[src/design/flash_host_pkg.sv]
// Purpose: shared constants and types of the flash host controller
// Assumes: 100 MHz mclk_i, 16-bit flash data bus, 18-bit word address
// Notes:   time figures are in their printed units, counts derive from them
package flash_host_pkg;

  localparam int CLK_PERIOD_NS = 10;

  // timing figures
  localparam int T_WE_PULSE_NS     = 35;   // write strobe low, far above glitch threshold
  localparam int T_WE_HIGH_NS      = 20;   // strobe high / bus float gap
  localparam int T_ACCESS_NS       = 90;   // read access
  localparam int T_BUSY_TO_WR_NS   = 50;   // busy_release_to_write
  localparam int T_UNPROT_SETUP_US = 4;    // unprotect_setup_time
  localparam int T_ALGO_PULSE_US   = 10;   // algo_reset_pulse
  localparam int T_IDLE_PULSE_NS   = 500;  // idle_reset_pulse
  localparam int T_ALGO_RECOV_US   = 20;   // algo_reset_recovery
  localparam int T_IDLE_RECOV_NS   = 500;  // idle_reset_recovery
  localparam int SYNC_LAT          = 3;    // pin synchroniser depth

  // least times, rounded up to whole cycles
  localparam logic [11:0] C_WE_PULSE =
    12'((T_WE_PULSE_NS + CLK_PERIOD_NS - 1) / CLK_PERIOD_NS);
  localparam logic [11:0] C_WE_HIGH =
    12'((T_WE_HIGH_NS + CLK_PERIOD_NS - 1) / CLK_PERIOD_NS);
  localparam logic [11:0] C_ACCESS =
    12'((T_ACCESS_NS + CLK_PERIOD_NS - 1) / CLK_PERIOD_NS + SYNC_LAT);
  localparam logic [2:0] C_BUSY_TO_WR =
    3'((T_BUSY_TO_WR_NS + CLK_PERIOD_NS - 1) / CLK_PERIOD_NS);
  localparam logic [8:0] C_UNPROT_SETUP =
    9'((T_UNPROT_SETUP_US * 1000 + CLK_PERIOD_NS - 1) / CLK_PERIOD_NS);
  localparam logic [11:0] C_ALGO_PULSE =
    12'((T_ALGO_PULSE_US * 1000 + CLK_PERIOD_NS - 1) / CLK_PERIOD_NS);
  localparam logic [11:0] C_IDLE_PULSE =
    12'((T_IDLE_PULSE_NS + CLK_PERIOD_NS - 1) / CLK_PERIOD_NS);
  localparam logic [11:0] C_ALGO_RECOV =
    12'((T_ALGO_RECOV_US * 1000 + CLK_PERIOD_NS - 1) / CLK_PERIOD_NS);
  localparam logic [11:0] C_IDLE_RECOV =
    12'((T_IDLE_RECOV_NS + CLK_PERIOD_NS - 1) / CLK_PERIOD_NS);

  // register offsets
  localparam logic [4:0] REG_CTRL   = 5'h00;
  localparam logic [4:0] REG_ADDR   = 5'h04;
  localparam logic [4:0] REG_WDATA  = 5'h08;
  localparam logic [4:0] REG_RDATA  = 5'h0c;
  localparam logic [4:0] REG_STATUS = 5'h10;

  // ctrl fields
  localparam int CTRL_READ  = 0;
  localparam int CTRL_WRITE = 1;
  localparam int CTRL_RESET = 2;
  localparam int CTRL_HV    = 3;

  // status fields
  localparam int ST_BUSY     = 0;
  localparam int ST_RB       = 1;
  localparam int ST_UNPROT   = 2;
  localparam int ST_TOGGLE   = 3;
  localparam int ST_TIMEOUT  = 4;
  localparam int ST_ERASE_WIN = 5;
  localparam int ST_POLLING  = 6;
  localparam int ST_FAILED   = 7;

  // status bit positions in flash data
  localparam int DQ_POLLING  = 7;
  localparam int DQ_TOGGLE   = 6;
  localparam int DQ_TIMEOUT  = 5;
  localparam int DQ_ERASE_WIN = 3;

  localparam logic [1:0] RESP_OKAY   = 2'h0;
  localparam logic [1:0] RESP_DECERR = 2'h3;

  typedef enum logic [2:0] {
    ST_IDLE   = 3'h0,
    ST_ARM    = 3'h1,
    ST_STROBE = 3'h2,
    ST_ACC    = 3'h3,
    ST_GAP    = 3'h4,
    ST_RSTP   = 3'h5
  } cyc_e;

  typedef struct packed {
    cyc_e        st;
    logic [11:0] cnt;
    logic        op_wr;
    logic        long_rst;
    logic [17:0] addr;
    logic [15:0] wdata;
    logic [15:0] rdata;
    logic [15:0] prev;
    logic [1:0]  nreads;
    logic        hv;
    logic [8:0]  hv_cnt;
    logic [2:0]  rb_cnt;
    logic        aw_got;
    logic [4:0]  awaddr;
    logic        w_got;
    logic [31:0] wd;
    logic [3:0]  ws;
    logic        bvalid;
    logic [1:0]  bresp;
    logic        rvalid;
    logic [31:0] rd;
    logic [1:0]  rresp;
    logic        ce_n;
    logic        oe_n;
    logic        we_n;
    logic        rst_n;
    logic        dq_oe;
  } host_s;

  localparam host_s HOST_RST = '{
    st: ST_IDLE, cnt: 12'h000, op_wr: 1'b0, long_rst: 1'b0, addr: 18'h00000,
    wdata: 16'h0000, rdata: 16'h0000, prev: 16'h0000, nreads: 2'h0,
    hv: 1'b0, hv_cnt: 9'h000, rb_cnt: C_BUSY_TO_WR, aw_got: 1'b0,
    awaddr: 5'h00, w_got: 1'b0, wd: 32'h0000_0000, ws: 4'h0,
    bvalid: 1'b0, bresp: 2'h0, rvalid: 1'b0, rd: 32'h0000_0000, rresp: 2'h0,
    ce_n: 1'b1, oe_n: 1'b1, we_n: 1'b1, rst_n: 1'b1, dq_oe: 1'b0};

  typedef struct packed {
    logic [16:0] s1;
    logic [16:0] s2;
    logic [16:0] s3;
    logic [16:0] stable;
    logic        rise;
  } sync_s;

  localparam sync_s SYNC_RST = '{
    s1: 17'h1ffff, s2: 17'h1ffff, s3: 17'h1ffff, stable: 17'h1ffff, rise: 1'b0};

endpackage : flash_host_pkg

[src/design/pin_if.sv]
// Purpose: carries filtered flash pin levels from the synchroniser
// Assumes: single mclk_i domain
// Notes:   rb_rise is a one-cycle pulse
`timescale 1ns/1ps
interface pin_if;
  logic [15:0] dq;
  logic        rb;
  logic        rb_rise;
  modport src (output dq, output rb, output rb_rise);
  modport dst (input dq, input rb, input rb_rise);
endinterface : pin_if

[src/design/flash_host_ctrl.sv]
// Purpose: AXI4-Lite driven host that runs bus cycles on a parallel NOR flash
// Assumes: 100 MHz mclk_i, board turns reset_hv_o into the high voltage level
// Notes:   software sequences commands; this block keeps pin timing
`timescale 1ns/1ps
// Operation
// device raises timeout flag bit when its pulse-count limit is exceeded.
// in timeout only status reads work; other functions need a reset.
// after erase timeout, software resets before further program or erase.
// program of non-blank location locks out; toggling persists, timeout rises.
// device powers up in array read mode.
// device alters array only after complete, ordered command sequences.
// high voltage on reset pin unprotects sectors; removing it re-protects.
// hold high voltage for setup time before issuing unprotect-mode commands.
// erase window bit stays low until the sector-erase window expires.
// polling and toggle status valid once first sector erase accepted.
// erase window bit one means further command writes are ignored.
// erase window bit zero means added sector erase commands are accepted.
// software reads erase window bit before and after each added sector.
// strobe pulses below glitch threshold must not start write cycles.
// write only with select and strobe low while output gate high.
// reset during algorithm needs 10 us low; ready within 20 us.
// reset outside algorithm needs 500 ns low; ready within 500 ns.
// after ready rises, wait 50 ns before lowering write strobe.
// failed operation still toggling needs reset command, returning to read.
// each read during an algorithm flips the toggle status bit.
// polling bit reads complement of written data until program completes.
// device times its limits with counters of an internal time base.
module flash_host_ctrl (
  input  wire logic        mclk_i,
  input  wire logic        rst_i,
  input  wire logic [4:0]  s_axi_awaddr,
  input  wire logic        s_axi_awvalid,
  output logic             s_axi_awready,
  input  wire logic [31:0] s_axi_wdata,
  input  wire logic [3:0]  s_axi_wstrb,
  input  wire logic        s_axi_wvalid,
  output logic             s_axi_wready,
  output logic [1:0]       s_axi_bresp,
  output logic             s_axi_bvalid,
  input  wire logic        s_axi_bready,
  input  wire logic [4:0]  s_axi_araddr,
  input  wire logic        s_axi_arvalid,
  output logic             s_axi_arready,
  output logic [31:0]      s_axi_rdata,
  output logic [1:0]       s_axi_rresp,
  output logic             s_axi_rvalid,
  input  wire logic        s_axi_rready,
  output logic [17:0]      flash_addr_o,
  input  wire logic [15:0] flash_dq_i,
  output logic [15:0]      flash_dq_o,
  output logic             flash_dq_oe_o,
  output logic             flash_ce_n_o,
  output logic             flash_oe_n_o,
  output logic             flash_we_n_o,
  output logic             flash_reset_n_o,
  output logic             flash_reset_hv_o,
  input  wire logic        ready_busy_line_i
);

  flash_host_pkg::host_s s_r;
  flash_host_pkg::host_s s_nxt;
  pin_if                 pins ();

  pin_sync u_sync (
    .mclk_i (mclk_i),
    .rst_i  (rst_i),
    .dq_i   (flash_dq_i),
    .rb_i   (ready_busy_line_i),
    .pins   (pins)
  );

  function automatic logic [31:0] merge(input logic [31:0] old_v,
                                        input logic [31:0] new_v,
                                        input logic [3:0]  strb);
    logic [31:0] res;
    res = old_v;
    for (int b = 0; b < 4; b++) begin
      if (strb[b]) begin
        res[b*8 +: 8] = new_v[b*8 +: 8];
      end
    end
    return res;
  endfunction : merge

  logic        unprot_ready;
  logic        wr_gate_ok;
  logic        toggling;
  logic [31:0] status_w;
  logic [31:0] ctrl_w;
  logic [31:0] wr_merged;
  logic [11:0] pulse_len;
  logic [11:0] recov_len;

  always_comb begin
    unprot_ready = s_r.hv && (s_r.hv_cnt == flash_host_pkg::C_UNPROT_SETUP);
    // busy line low never blocks: a reset command must get through a hang
    wr_gate_ok   = (!pins.rb || (s_r.rb_cnt == flash_host_pkg::C_BUSY_TO_WR)) && !pins.rb_rise;
    toggling     = (s_r.nreads == 2'h2) &&
                   (s_r.prev[flash_host_pkg::DQ_TOGGLE] !=
                    s_r.rdata[flash_host_pkg::DQ_TOGGLE]);
    status_w = 32'h0000_0000;
    status_w[flash_host_pkg::ST_BUSY]      = (s_r.st != flash_host_pkg::ST_IDLE);
    status_w[flash_host_pkg::ST_RB]        = pins.rb;
    status_w[flash_host_pkg::ST_UNPROT]    = unprot_ready;
    status_w[flash_host_pkg::ST_TOGGLE]    = toggling;
    status_w[flash_host_pkg::ST_TIMEOUT]   = s_r.rdata[flash_host_pkg::DQ_TIMEOUT];
    status_w[flash_host_pkg::ST_ERASE_WIN] = s_r.rdata[flash_host_pkg::DQ_ERASE_WIN];
    status_w[flash_host_pkg::ST_POLLING]   = s_r.rdata[flash_host_pkg::DQ_POLLING];
    // still toggling with timeout high: software must reset before a new program
    status_w[flash_host_pkg::ST_FAILED]    = toggling &&
                                             s_r.rdata[flash_host_pkg::DQ_TIMEOUT];
    ctrl_w = 32'h0000_0000;
    ctrl_w[flash_host_pkg::CTRL_HV] = s_r.hv;
    wr_merged = 32'h0000_0000;
    unique case (s_r.awaddr)
      flash_host_pkg::REG_ADDR:  wr_merged = merge({14'h0000, s_r.addr}, s_r.wd, s_r.ws);
      flash_host_pkg::REG_WDATA: wr_merged = merge({16'h0000, s_r.wdata}, s_r.wd, s_r.ws);
      default:                   wr_merged = merge(ctrl_w, s_r.wd, s_r.ws);
    endcase
    // busy line low at reset time means an algorithm is running
    pulse_len = s_r.long_rst ? flash_host_pkg::C_ALGO_PULSE : flash_host_pkg::C_IDLE_PULSE;
    recov_len = s_r.long_rst ? flash_host_pkg::C_ALGO_RECOV : flash_host_pkg::C_IDLE_RECOV;
  end

  assign s_axi_awready = !s_r.aw_got && !s_r.bvalid;
  assign s_axi_wready  = !s_r.w_got && !s_r.bvalid;
  assign s_axi_arready = !s_r.rvalid;

  always_comb begin
    s_nxt = s_r;
    // unprotect setup timer, cleared when the level is removed
    if (!s_r.hv || !s_r.rst_n) begin
      s_nxt.hv_cnt = 9'h000;
    end else if (s_r.hv_cnt != flash_host_pkg::C_UNPROT_SETUP) begin
      s_nxt.hv_cnt = s_r.hv_cnt + 9'h001;
    end
    if (pins.rb_rise) begin
      s_nxt.rb_cnt = 3'h0;
    end else if (s_r.rb_cnt != flash_host_pkg::C_BUSY_TO_WR) begin
      s_nxt.rb_cnt = s_r.rb_cnt + 3'h1;
    end

    // axi write side
    if (s_axi_awvalid && s_axi_awready) begin
      s_nxt.aw_got = 1'b1;
      s_nxt.awaddr = s_axi_awaddr;
    end
    if (s_axi_wvalid && s_axi_wready) begin
      s_nxt.w_got = 1'b1;
      s_nxt.wd    = s_axi_wdata;
      s_nxt.ws    = s_axi_wstrb;
    end
    if (s_r.bvalid && s_axi_bready) begin
      s_nxt.bvalid = 1'b0;
    end
    if (s_r.aw_got && s_r.w_got) begin
      s_nxt.aw_got = 1'b0;
      s_nxt.w_got  = 1'b0;
      s_nxt.bvalid = 1'b1;
      s_nxt.bresp  = flash_host_pkg::RESP_OKAY;
      unique case (s_r.awaddr)
        flash_host_pkg::REG_CTRL: begin
          if (s_r.ws[0]) begin
            s_nxt.hv = wr_merged[flash_host_pkg::CTRL_HV];
            // a start while a cycle runs is dropped
            if (s_r.st == flash_host_pkg::ST_IDLE) begin
              if (wr_merged[flash_host_pkg::CTRL_RESET]) begin
                s_nxt.st       = flash_host_pkg::ST_RSTP;
                s_nxt.cnt      = 12'h000;
                s_nxt.long_rst = !pins.rb;
                s_nxt.rst_n    = 1'b0;
              end else if (wr_merged[flash_host_pkg::CTRL_WRITE] ||
                           wr_merged[flash_host_pkg::CTRL_READ]) begin
                s_nxt.st    = flash_host_pkg::ST_ARM;
                s_nxt.op_wr = wr_merged[flash_host_pkg::CTRL_WRITE];
              end
            end
          end
        end
        flash_host_pkg::REG_ADDR:  s_nxt.addr  = wr_merged[17:0];
        flash_host_pkg::REG_WDATA: s_nxt.wdata = wr_merged[15:0];
        flash_host_pkg::REG_RDATA,
        flash_host_pkg::REG_STATUS: s_nxt.bresp = flash_host_pkg::RESP_OKAY;
        default:                   s_nxt.bresp = flash_host_pkg::RESP_DECERR;
      endcase
    end

    // axi read side
    if (s_r.rvalid && s_axi_rready) begin
      s_nxt.rvalid = 1'b0;
    end
    if (s_axi_arvalid && s_axi_arready) begin
      s_nxt.rvalid = 1'b1;
      s_nxt.rresp  = flash_host_pkg::RESP_OKAY;
      unique case (s_axi_araddr)
        flash_host_pkg::REG_CTRL:   s_nxt.rd = ctrl_w;
        flash_host_pkg::REG_ADDR:   s_nxt.rd = {14'h0000, s_r.addr};
        flash_host_pkg::REG_WDATA:  s_nxt.rd = {16'h0000, s_r.wdata};
        flash_host_pkg::REG_RDATA:  s_nxt.rd = {16'h0000, s_r.rdata};
        flash_host_pkg::REG_STATUS: s_nxt.rd = status_w;
        default: begin
          s_nxt.rd    = 32'h0000_0000;
          s_nxt.rresp = flash_host_pkg::RESP_DECERR;
        end
      endcase
    end

    // flash bus cycle engine
    unique case (s_r.st)
      flash_host_pkg::ST_IDLE: begin
        s_nxt.cnt = 12'h000;
      end
      flash_host_pkg::ST_ARM: begin
        s_nxt.cnt = 12'h000;
        // hold off until unprotect setup time has run out
        if (!s_r.hv || unprot_ready) begin
          if (!s_r.op_wr) begin
            s_nxt.st   = flash_host_pkg::ST_ACC;
            s_nxt.ce_n = 1'b0;
            s_nxt.oe_n = 1'b0;
          end else if (wr_gate_ok) begin
            // output gate stays high for the whole write
            s_nxt.st    = flash_host_pkg::ST_STROBE;
            s_nxt.oe_n  = 1'b1;
            s_nxt.ce_n  = 1'b0;
            s_nxt.we_n  = 1'b0;
            s_nxt.dq_oe = 1'b1;
          end
        end
      end
      flash_host_pkg::ST_STROBE: begin
        // strobe held well past the glitch threshold so it is always seen
        if (s_r.cnt == flash_host_pkg::C_WE_PULSE - 12'h001) begin
          s_nxt.st   = flash_host_pkg::ST_GAP;
          s_nxt.cnt  = 12'h000;
          s_nxt.we_n = 1'b1;
          s_nxt.ce_n = 1'b1;
        end else begin
          s_nxt.cnt = s_r.cnt + 12'h001;
        end
      end
      flash_host_pkg::ST_ACC: begin
        // covers access time plus synchroniser latency
        if (s_r.cnt == flash_host_pkg::C_ACCESS - 12'h001) begin
          s_nxt.st     = flash_host_pkg::ST_GAP;
          s_nxt.cnt    = 12'h000;
          s_nxt.ce_n   = 1'b1;
          s_nxt.oe_n   = 1'b1;
          s_nxt.prev   = s_r.rdata;
          s_nxt.rdata  = pins.dq;
          s_nxt.nreads = (s_r.nreads == 2'h2) ? 2'h2 : s_r.nreads + 2'h1;
        end else begin
          s_nxt.cnt = s_r.cnt + 12'h001;
        end
      end
      flash_host_pkg::ST_GAP: begin
        s_nxt.dq_oe = 1'b0;
        if (s_r.cnt == flash_host_pkg::C_WE_HIGH - 12'h001) begin
          s_nxt.st  = flash_host_pkg::ST_IDLE;
          s_nxt.cnt = 12'h000;
        end else begin
          s_nxt.cnt = s_r.cnt + 12'h001;
        end
      end
      flash_host_pkg::ST_RSTP: begin
        // reset pin released after the pulse, done once recovery elapses
        if (s_r.cnt == pulse_len - 12'h001) begin
          s_nxt.rst_n = 1'b1;
        end
        if (s_r.cnt >= pulse_len - 12'h001 && s_r.cnt >= recov_len - 12'h001) begin
          s_nxt.st     = flash_host_pkg::ST_IDLE;
          s_nxt.cnt    = 12'h000;
          s_nxt.nreads = 2'h0;
        end else begin
          s_nxt.cnt = s_r.cnt + 12'h001;
        end
      end
      default: begin
        s_nxt.st = flash_host_pkg::ST_IDLE;
      end
    endcase
  end

  always_ff @(posedge mclk_i or posedge rst_i) begin
    if (rst_i) begin
      s_r <= flash_host_pkg::HOST_RST;
    end else begin
      s_r <= s_nxt;
    end
  end

  assign s_axi_bvalid     = s_r.bvalid;
  assign s_axi_bresp      = s_r.bresp;
  assign s_axi_rvalid     = s_r.rvalid;
  assign s_axi_rdata      = s_r.rd;
  assign s_axi_rresp      = s_r.rresp;
  assign flash_addr_o     = s_r.addr;
  assign flash_dq_o       = s_r.wdata;
  assign flash_dq_oe_o    = s_r.dq_oe;
  assign flash_ce_n_o     = s_r.ce_n;
  assign flash_oe_n_o     = s_r.oe_n;
  assign flash_we_n_o     = s_r.we_n;
  assign flash_reset_n_o  = s_r.rst_n;
  // high voltage is never requested while the pin is pulsed low
  assign flash_reset_hv_o = s_r.hv && s_r.rst_n;

endmodule : flash_host_ctrl

[src/design/pin_sync.sv]
// Purpose: three-flop synchroniser for flash data and ready/busy pins
// Assumes: pins are asynchronous to mclk_i
// Notes:   a level counts once flops two and three agree
`timescale 1ns/1ps
module pin_sync (
  input  wire logic        mclk_i,
  input  wire logic        rst_i,
  input  wire logic [15:0] dq_i,
  input  wire logic        rb_i,
  pin_if.src               pins
);

  flash_host_pkg::sync_s s_r;
  flash_host_pkg::sync_s s_nxt;

  always_comb begin
    s_nxt      = s_r;
    s_nxt.s1   = {rb_i, dq_i};
    s_nxt.s2   = s_r.s1;
    s_nxt.s3   = s_r.s2;
    // s1 feeds only s2
    for (int i = 0; i < 17; i++) begin
      if (s_r.s2[i] == s_r.s3[i]) begin
        s_nxt.stable[i] = s_r.s3[i];
      end
    end
    s_nxt.rise = s_nxt.stable[16] & ~s_r.stable[16];
  end

  always_ff @(posedge mclk_i or posedge rst_i) begin
    if (rst_i) begin
      s_r <= flash_host_pkg::SYNC_RST;
    end else begin
      s_r <= s_nxt;
    end
  end

  assign pins.dq      = s_r.stable[15:0];
  assign pins.rb      = s_r.stable[16];
  assign pins.rb_rise = s_r.rise;

endmodule : pin_sync

[config.mk]
export PLATFORM = sky130hd
export DESIGN_NAME = flash_host_ctrl
export DESIGN_NICKNAME = d
export VERILOG_FILES = /design/src/design/flash_host_pkg.sv /design/src/design/pin_if.sv /design/src/design/flash_host_ctrl.sv /design/src/design/pin_sync.sv
export SDC_FILE = /design/constraint.sdc
export NUM_CORES = 1
export LEC_CHECK = 0
export ABC_AREA = 1
export BUFFER_PORTS_ARGS = -buffer_cell sky130_fd_sc_hd__buf_4
export CORE_MARGIN = 5
export CORE_UTILIZATION = 55
export CTS_BUF_LIST = sky130_fd_sc_hd__clkbuf_8 sky130_fd_sc_hd__clkbuf_16
export DETAILED_ROUTE_END_ITERATION = 8
export PLACE_DENSITY = 0.79
export SYNTH_ARGS = -nofsm -noshare
export SYNTH_HDL_FRONTEND = slang
export SYNTH_SLANG_ARGS = --single-unit
[constraint.sdc]
create_clock -name mclk_i -period 10 [get_ports mclk_i]
set_clock_uncertainty 0.05 [all_clocks]
set_input_delay 1.5 -clock mclk_i [delete_from_list [all_inputs] [get_ports mclk_i]]
set_output_delay 1.5 -clock mclk_i [all_outputs]
set_load 0.005 [all_outputs]
==> results.md <==
* Syn Area/Cell at 9.284 sq um
* Setup bufs post-CTS at 0
* Mapped Cells at 1061
* Multi-input logic area at 3498 sq um
* Sequential cell area fraction in the yosys report at 53.52%
* Final Cycle Share at 31.04%
* Routed vias at 7371
* Clock Sinks at 207
* Total GRT Usage at 20.64%
* Setup ws final at 6896 ps
* Core ar. at 17780 sq um
* PD cells at 227.6 nW/um^2
* Switching part of the total power at 31.61%
* Vias/cell at 5.388
* Critical-path maximum fanout at 6
* Final critical-path required period at 3104 ps
* Residual DRC at 0
* Clk pwr share at 31.9%
* Finish-stage setup viols at 0
* Worst Hold Slack at 303.7 ps
* Status: complete, no violations
* Top Metal Used: met4
* Pin count of the biggest net entering global routing at 131
* Detailed Routing Iterations Pass 1 at 5
* Wirelength, routed at 21.44 mm
* Maxcap violations at 0
* Metal3 WL at 1.247 mm
* Max VDD drop at 0.1794 mV
* Asr flop ratio synth at 100.0%
* TritonCTS clock tree: yes
* Endpoints failing hold at 0
* RePlAce Congestion at 0.8826
* RSZ-0062 raised after global routing: false
* CTS root buffer: clkbuf_16
* Final setup TNS at 0 ps
* Top FF cell, synth: dfrtp_1
* Arr. time, crit path at 1550 ps
* Wire length on met2 at 10.18 mm
* Least-Margin Pin Slew at 958.0 ps
* Post-CTS sizing at 0
* Chip height at 143.8 um
* Initial Util at 55.40%
* Fin. max-slew vios at 0
* Synth Cell Area at 9851 sq um
* Worst-path clk slew at 60 ps
* CP Data Required Time at 8450 ps
* # diodes at 0
* M1 wire length at 9.041 mm
* Leakage at 5.300 nW
* CP Launch Type: register
* Die area at 20690 sq um
* Share of layout cells above drive strength 1 at 24.76%
* H-tree depth at 1
* Sequential power share at 44.4%
* # IOs at 151
* Avg WL per Cell at 15.67 um
* Vias in the first global route at 6916
* CTS buffer count at 22
* DRT antenna net count at 0
* # rows at 49
* Worst-skew pair later-pin latency at 510 ps
* HPWL after DPL at 15.07 mm
* Drt initial violations at 576
* FF/Latch Area at 5273 sq um
* Fillcell total at 1454
* Input/output buffers at 121
* Post-cts hold buffer count at 0
* Net Switching at 0.8034 mW
* Worst min path class: reg2reg
* First-pass GRT wire length at 34.69 mm
* Grt ovf at 0
* Slew margin rel. at 35.98%
* Layout area overhead at 13.35%
* Nets at 1211
* Cell internal pwr at 1.738 mW
* Die W at 143.8 um
* Maximum clock frequency at 322.2 MHz
* Post-synthesis cell type count at 48
* EDFF count, synth at 0
* Combinational group share of total power at 23.8%
* Post-place setup slack at 6664 ps
* CP Class: reg2out
* Core Util, Final at 62.80%
* Crit. End Element: primary output
* Post-synthesis register bit count at 207
* Synth warn at 0
* Maximum clock path buffer count at 3
* Initial antenna violation count at 0
Yosys cell counts, types with 2 or more instances:
| cell | number | area share, % |
|---|---|---|
| o22ai_1 | 13 | 0.83 |
| nand3_4 | 2 | 0.36 |
| buf_4 | 73 | 5.6 |
| o21ai_1 | 22 | 1.1 |
| inv_2 | 9 | 0.34 |
| o221ai_1 | 8 | 0.71 |
| nand4_1 | 19 | 1.2 |
| o211ai_1 | 5 | 0.38 |
| nor3_1 | 10 | 0.51 |
| a211oi_1 | 2 | 0.15 |
| a21oi_1 | 28 | 1.4 |
| maj3_1 | 16 | 1.6 |
| nand3_1 | 65 | 3.3 |
| xor2_1 | 9 | 0.80 |
| o21ai_0 | 80 | 4.1 |
| clkbuf_1 | 10 | 0.38 |
| nor2_1 | 55 | 2.1 |
| mux2_2 | 19 | 2.2 |
| ha_1 | 18 | 2.3 |
| dfstp_2 | 74 | 20 |
| a22o_1 | 2 | 0.18 |
| and3_1 | 2 | 0.13 |
| nand3_2 | 2 | 0.20 |
| nor2_4 | 6 | 0.69 |
| nand2_1 | 235 | 9.0 |
| buf_6 | 5 | 0.57 |
| inv_1 | 106 | 4.0 |
| dfrtp_1 | 133 | 34 |
| a221oi_1 | 2 | 0.18 |
| nor2_2 | 4 | 0.25 |
| buf_2 | 10 | 0.51 |
worst paths after layout:
path / depth (start not counted) / startpoint / end / slack, ps
worst max register to register: 8 / s_r[181] / s_r[183] / 7560
worst min register to register: 0 / u_sync.s_nxt[51] / u_sync.s_nxt[34] / 300
worst max-delay path: 3 / flash_reset_n_o / flash_reset_hv_o / 6900
min in group asynchronous: 2 / rst_i / flash_dq_oe_o / 1100
worst min-delay path: 0 / u_sync.s_nxt[51] / u_sync.s_nxt[34] / 300
max in group asynchronous: 3 / rst_i / s_r[92] / 7340
per-stage QoR:
step	instance area (sq um)	instances	power, mW
final	11170	1368	2.541
after floorplan	9899	1074	1.564
after CTS	11170	1368	2.553
after global routing	11170	1368	2.690
after global placement	10430	1328	1.707
after detailed placement	10430	1328	1.734
worst max-delay path, cell delays in order, from the launching register on:
cell and delay (ps):
dfstp_2 560, nand2_1 140, inv_1 200, buf_4 140
power groups by stage:
stage / registers (mW) / logic (mW) / clock network [mW]
2_1_floorplan: 1.09 / 0.471 / 0
3_3_place_gp: 1.13 / 0.574 / 0
3_5_place_dp: 1.14 / 0.597 / 0
4_1_cts: 1.13 / 0.605 / 0.823
5_1_grt: 1.15 / 0.680 / 0.864
6_report: 1.13 / 0.604 / 0.810
state kept, by name, summed over array words and instances, names as in the netlist:
name and flops:
u_sync.pins.dq 16, u_sync.pins.rb_rise 1, s_r 76, s_axi_rvalid 1, s_axi_rdata 18, u_sync.s_r 17
flash_dq_oe_o 1, flash_we_n_o 1, u_sync.s_nxt 34, flash_dq_o 16, flash_addr_o 18, flash_ce_n_o 1
s_axi_bresp 1, u_sync.pins.rb 1, s_axi_bvalid 1, flash_oe_n_o 1, flash_reset_n_o 1, s_axi_rresp 1
ctrl_w 1
layer usage:
layer,global-route usage [%],vias to the layer above
met4,9.118,0
li1,-,3524
met5,0,-
met1,28.15,3525
met3,3.361,64
met2,32.78,258
logic make-up after synthesis:
group | Yosys count | synth area share (%)
AOI/OAI and AO/OA | 168 | 9.501
xor gates and xnor gates | 10 | 0.8892
adders and majority gates | 34 | 3.912
buffers and inverters | 215 | 11.51
DFF | 207 | 53.52
muxes | 19 | 2.172
other | 1 | 0.03807
and+or+nand+nor | 407 | 18.46
cell type report:
| type | count | area share [%] |
|---|---|---|
| sequential | 207 | 47.22 |
| inverter | 116 | 3.978 |
| clock buffer | 25 | 5.401 |
| clock inverter | 15 | 1.165 |
| timing repair buffer | 124 | 8.337 |
| multi-input combinational | 652 | 31.33 |
| tap | 229 | 2.566 |
layout by cell type (no fill, tap or decap), types with 2 or more instances in the layout:
cell type and instances:
inv_1 112, clkbuf_16 23, o22ai_1 13, nand2_1 235, ha_1 18, a21oi_1 28, nand3_2 2, dfrtp_1 133
o21ai_1 22, dfstp_2 74, nand3_1 65, a22o_1 2, nor2_2 4, maj3_1 16, a211oi_1 2, clkinv_2 4
inv_4 2, nand3_4 2, mux2_2 19, a221oi_1 2, and3_1 2, inv_2 9, o21ai_0 80, nor2_4 6
nor3_1 9, conb_1 14, xor2_1 9, o221ai_1 8, o211ai_1 5, buf_4 124, nor2_1 55, bufinv_16 2
nand4_1 19, clkbuf_8 2
Power figures use the tool's default switching activity.
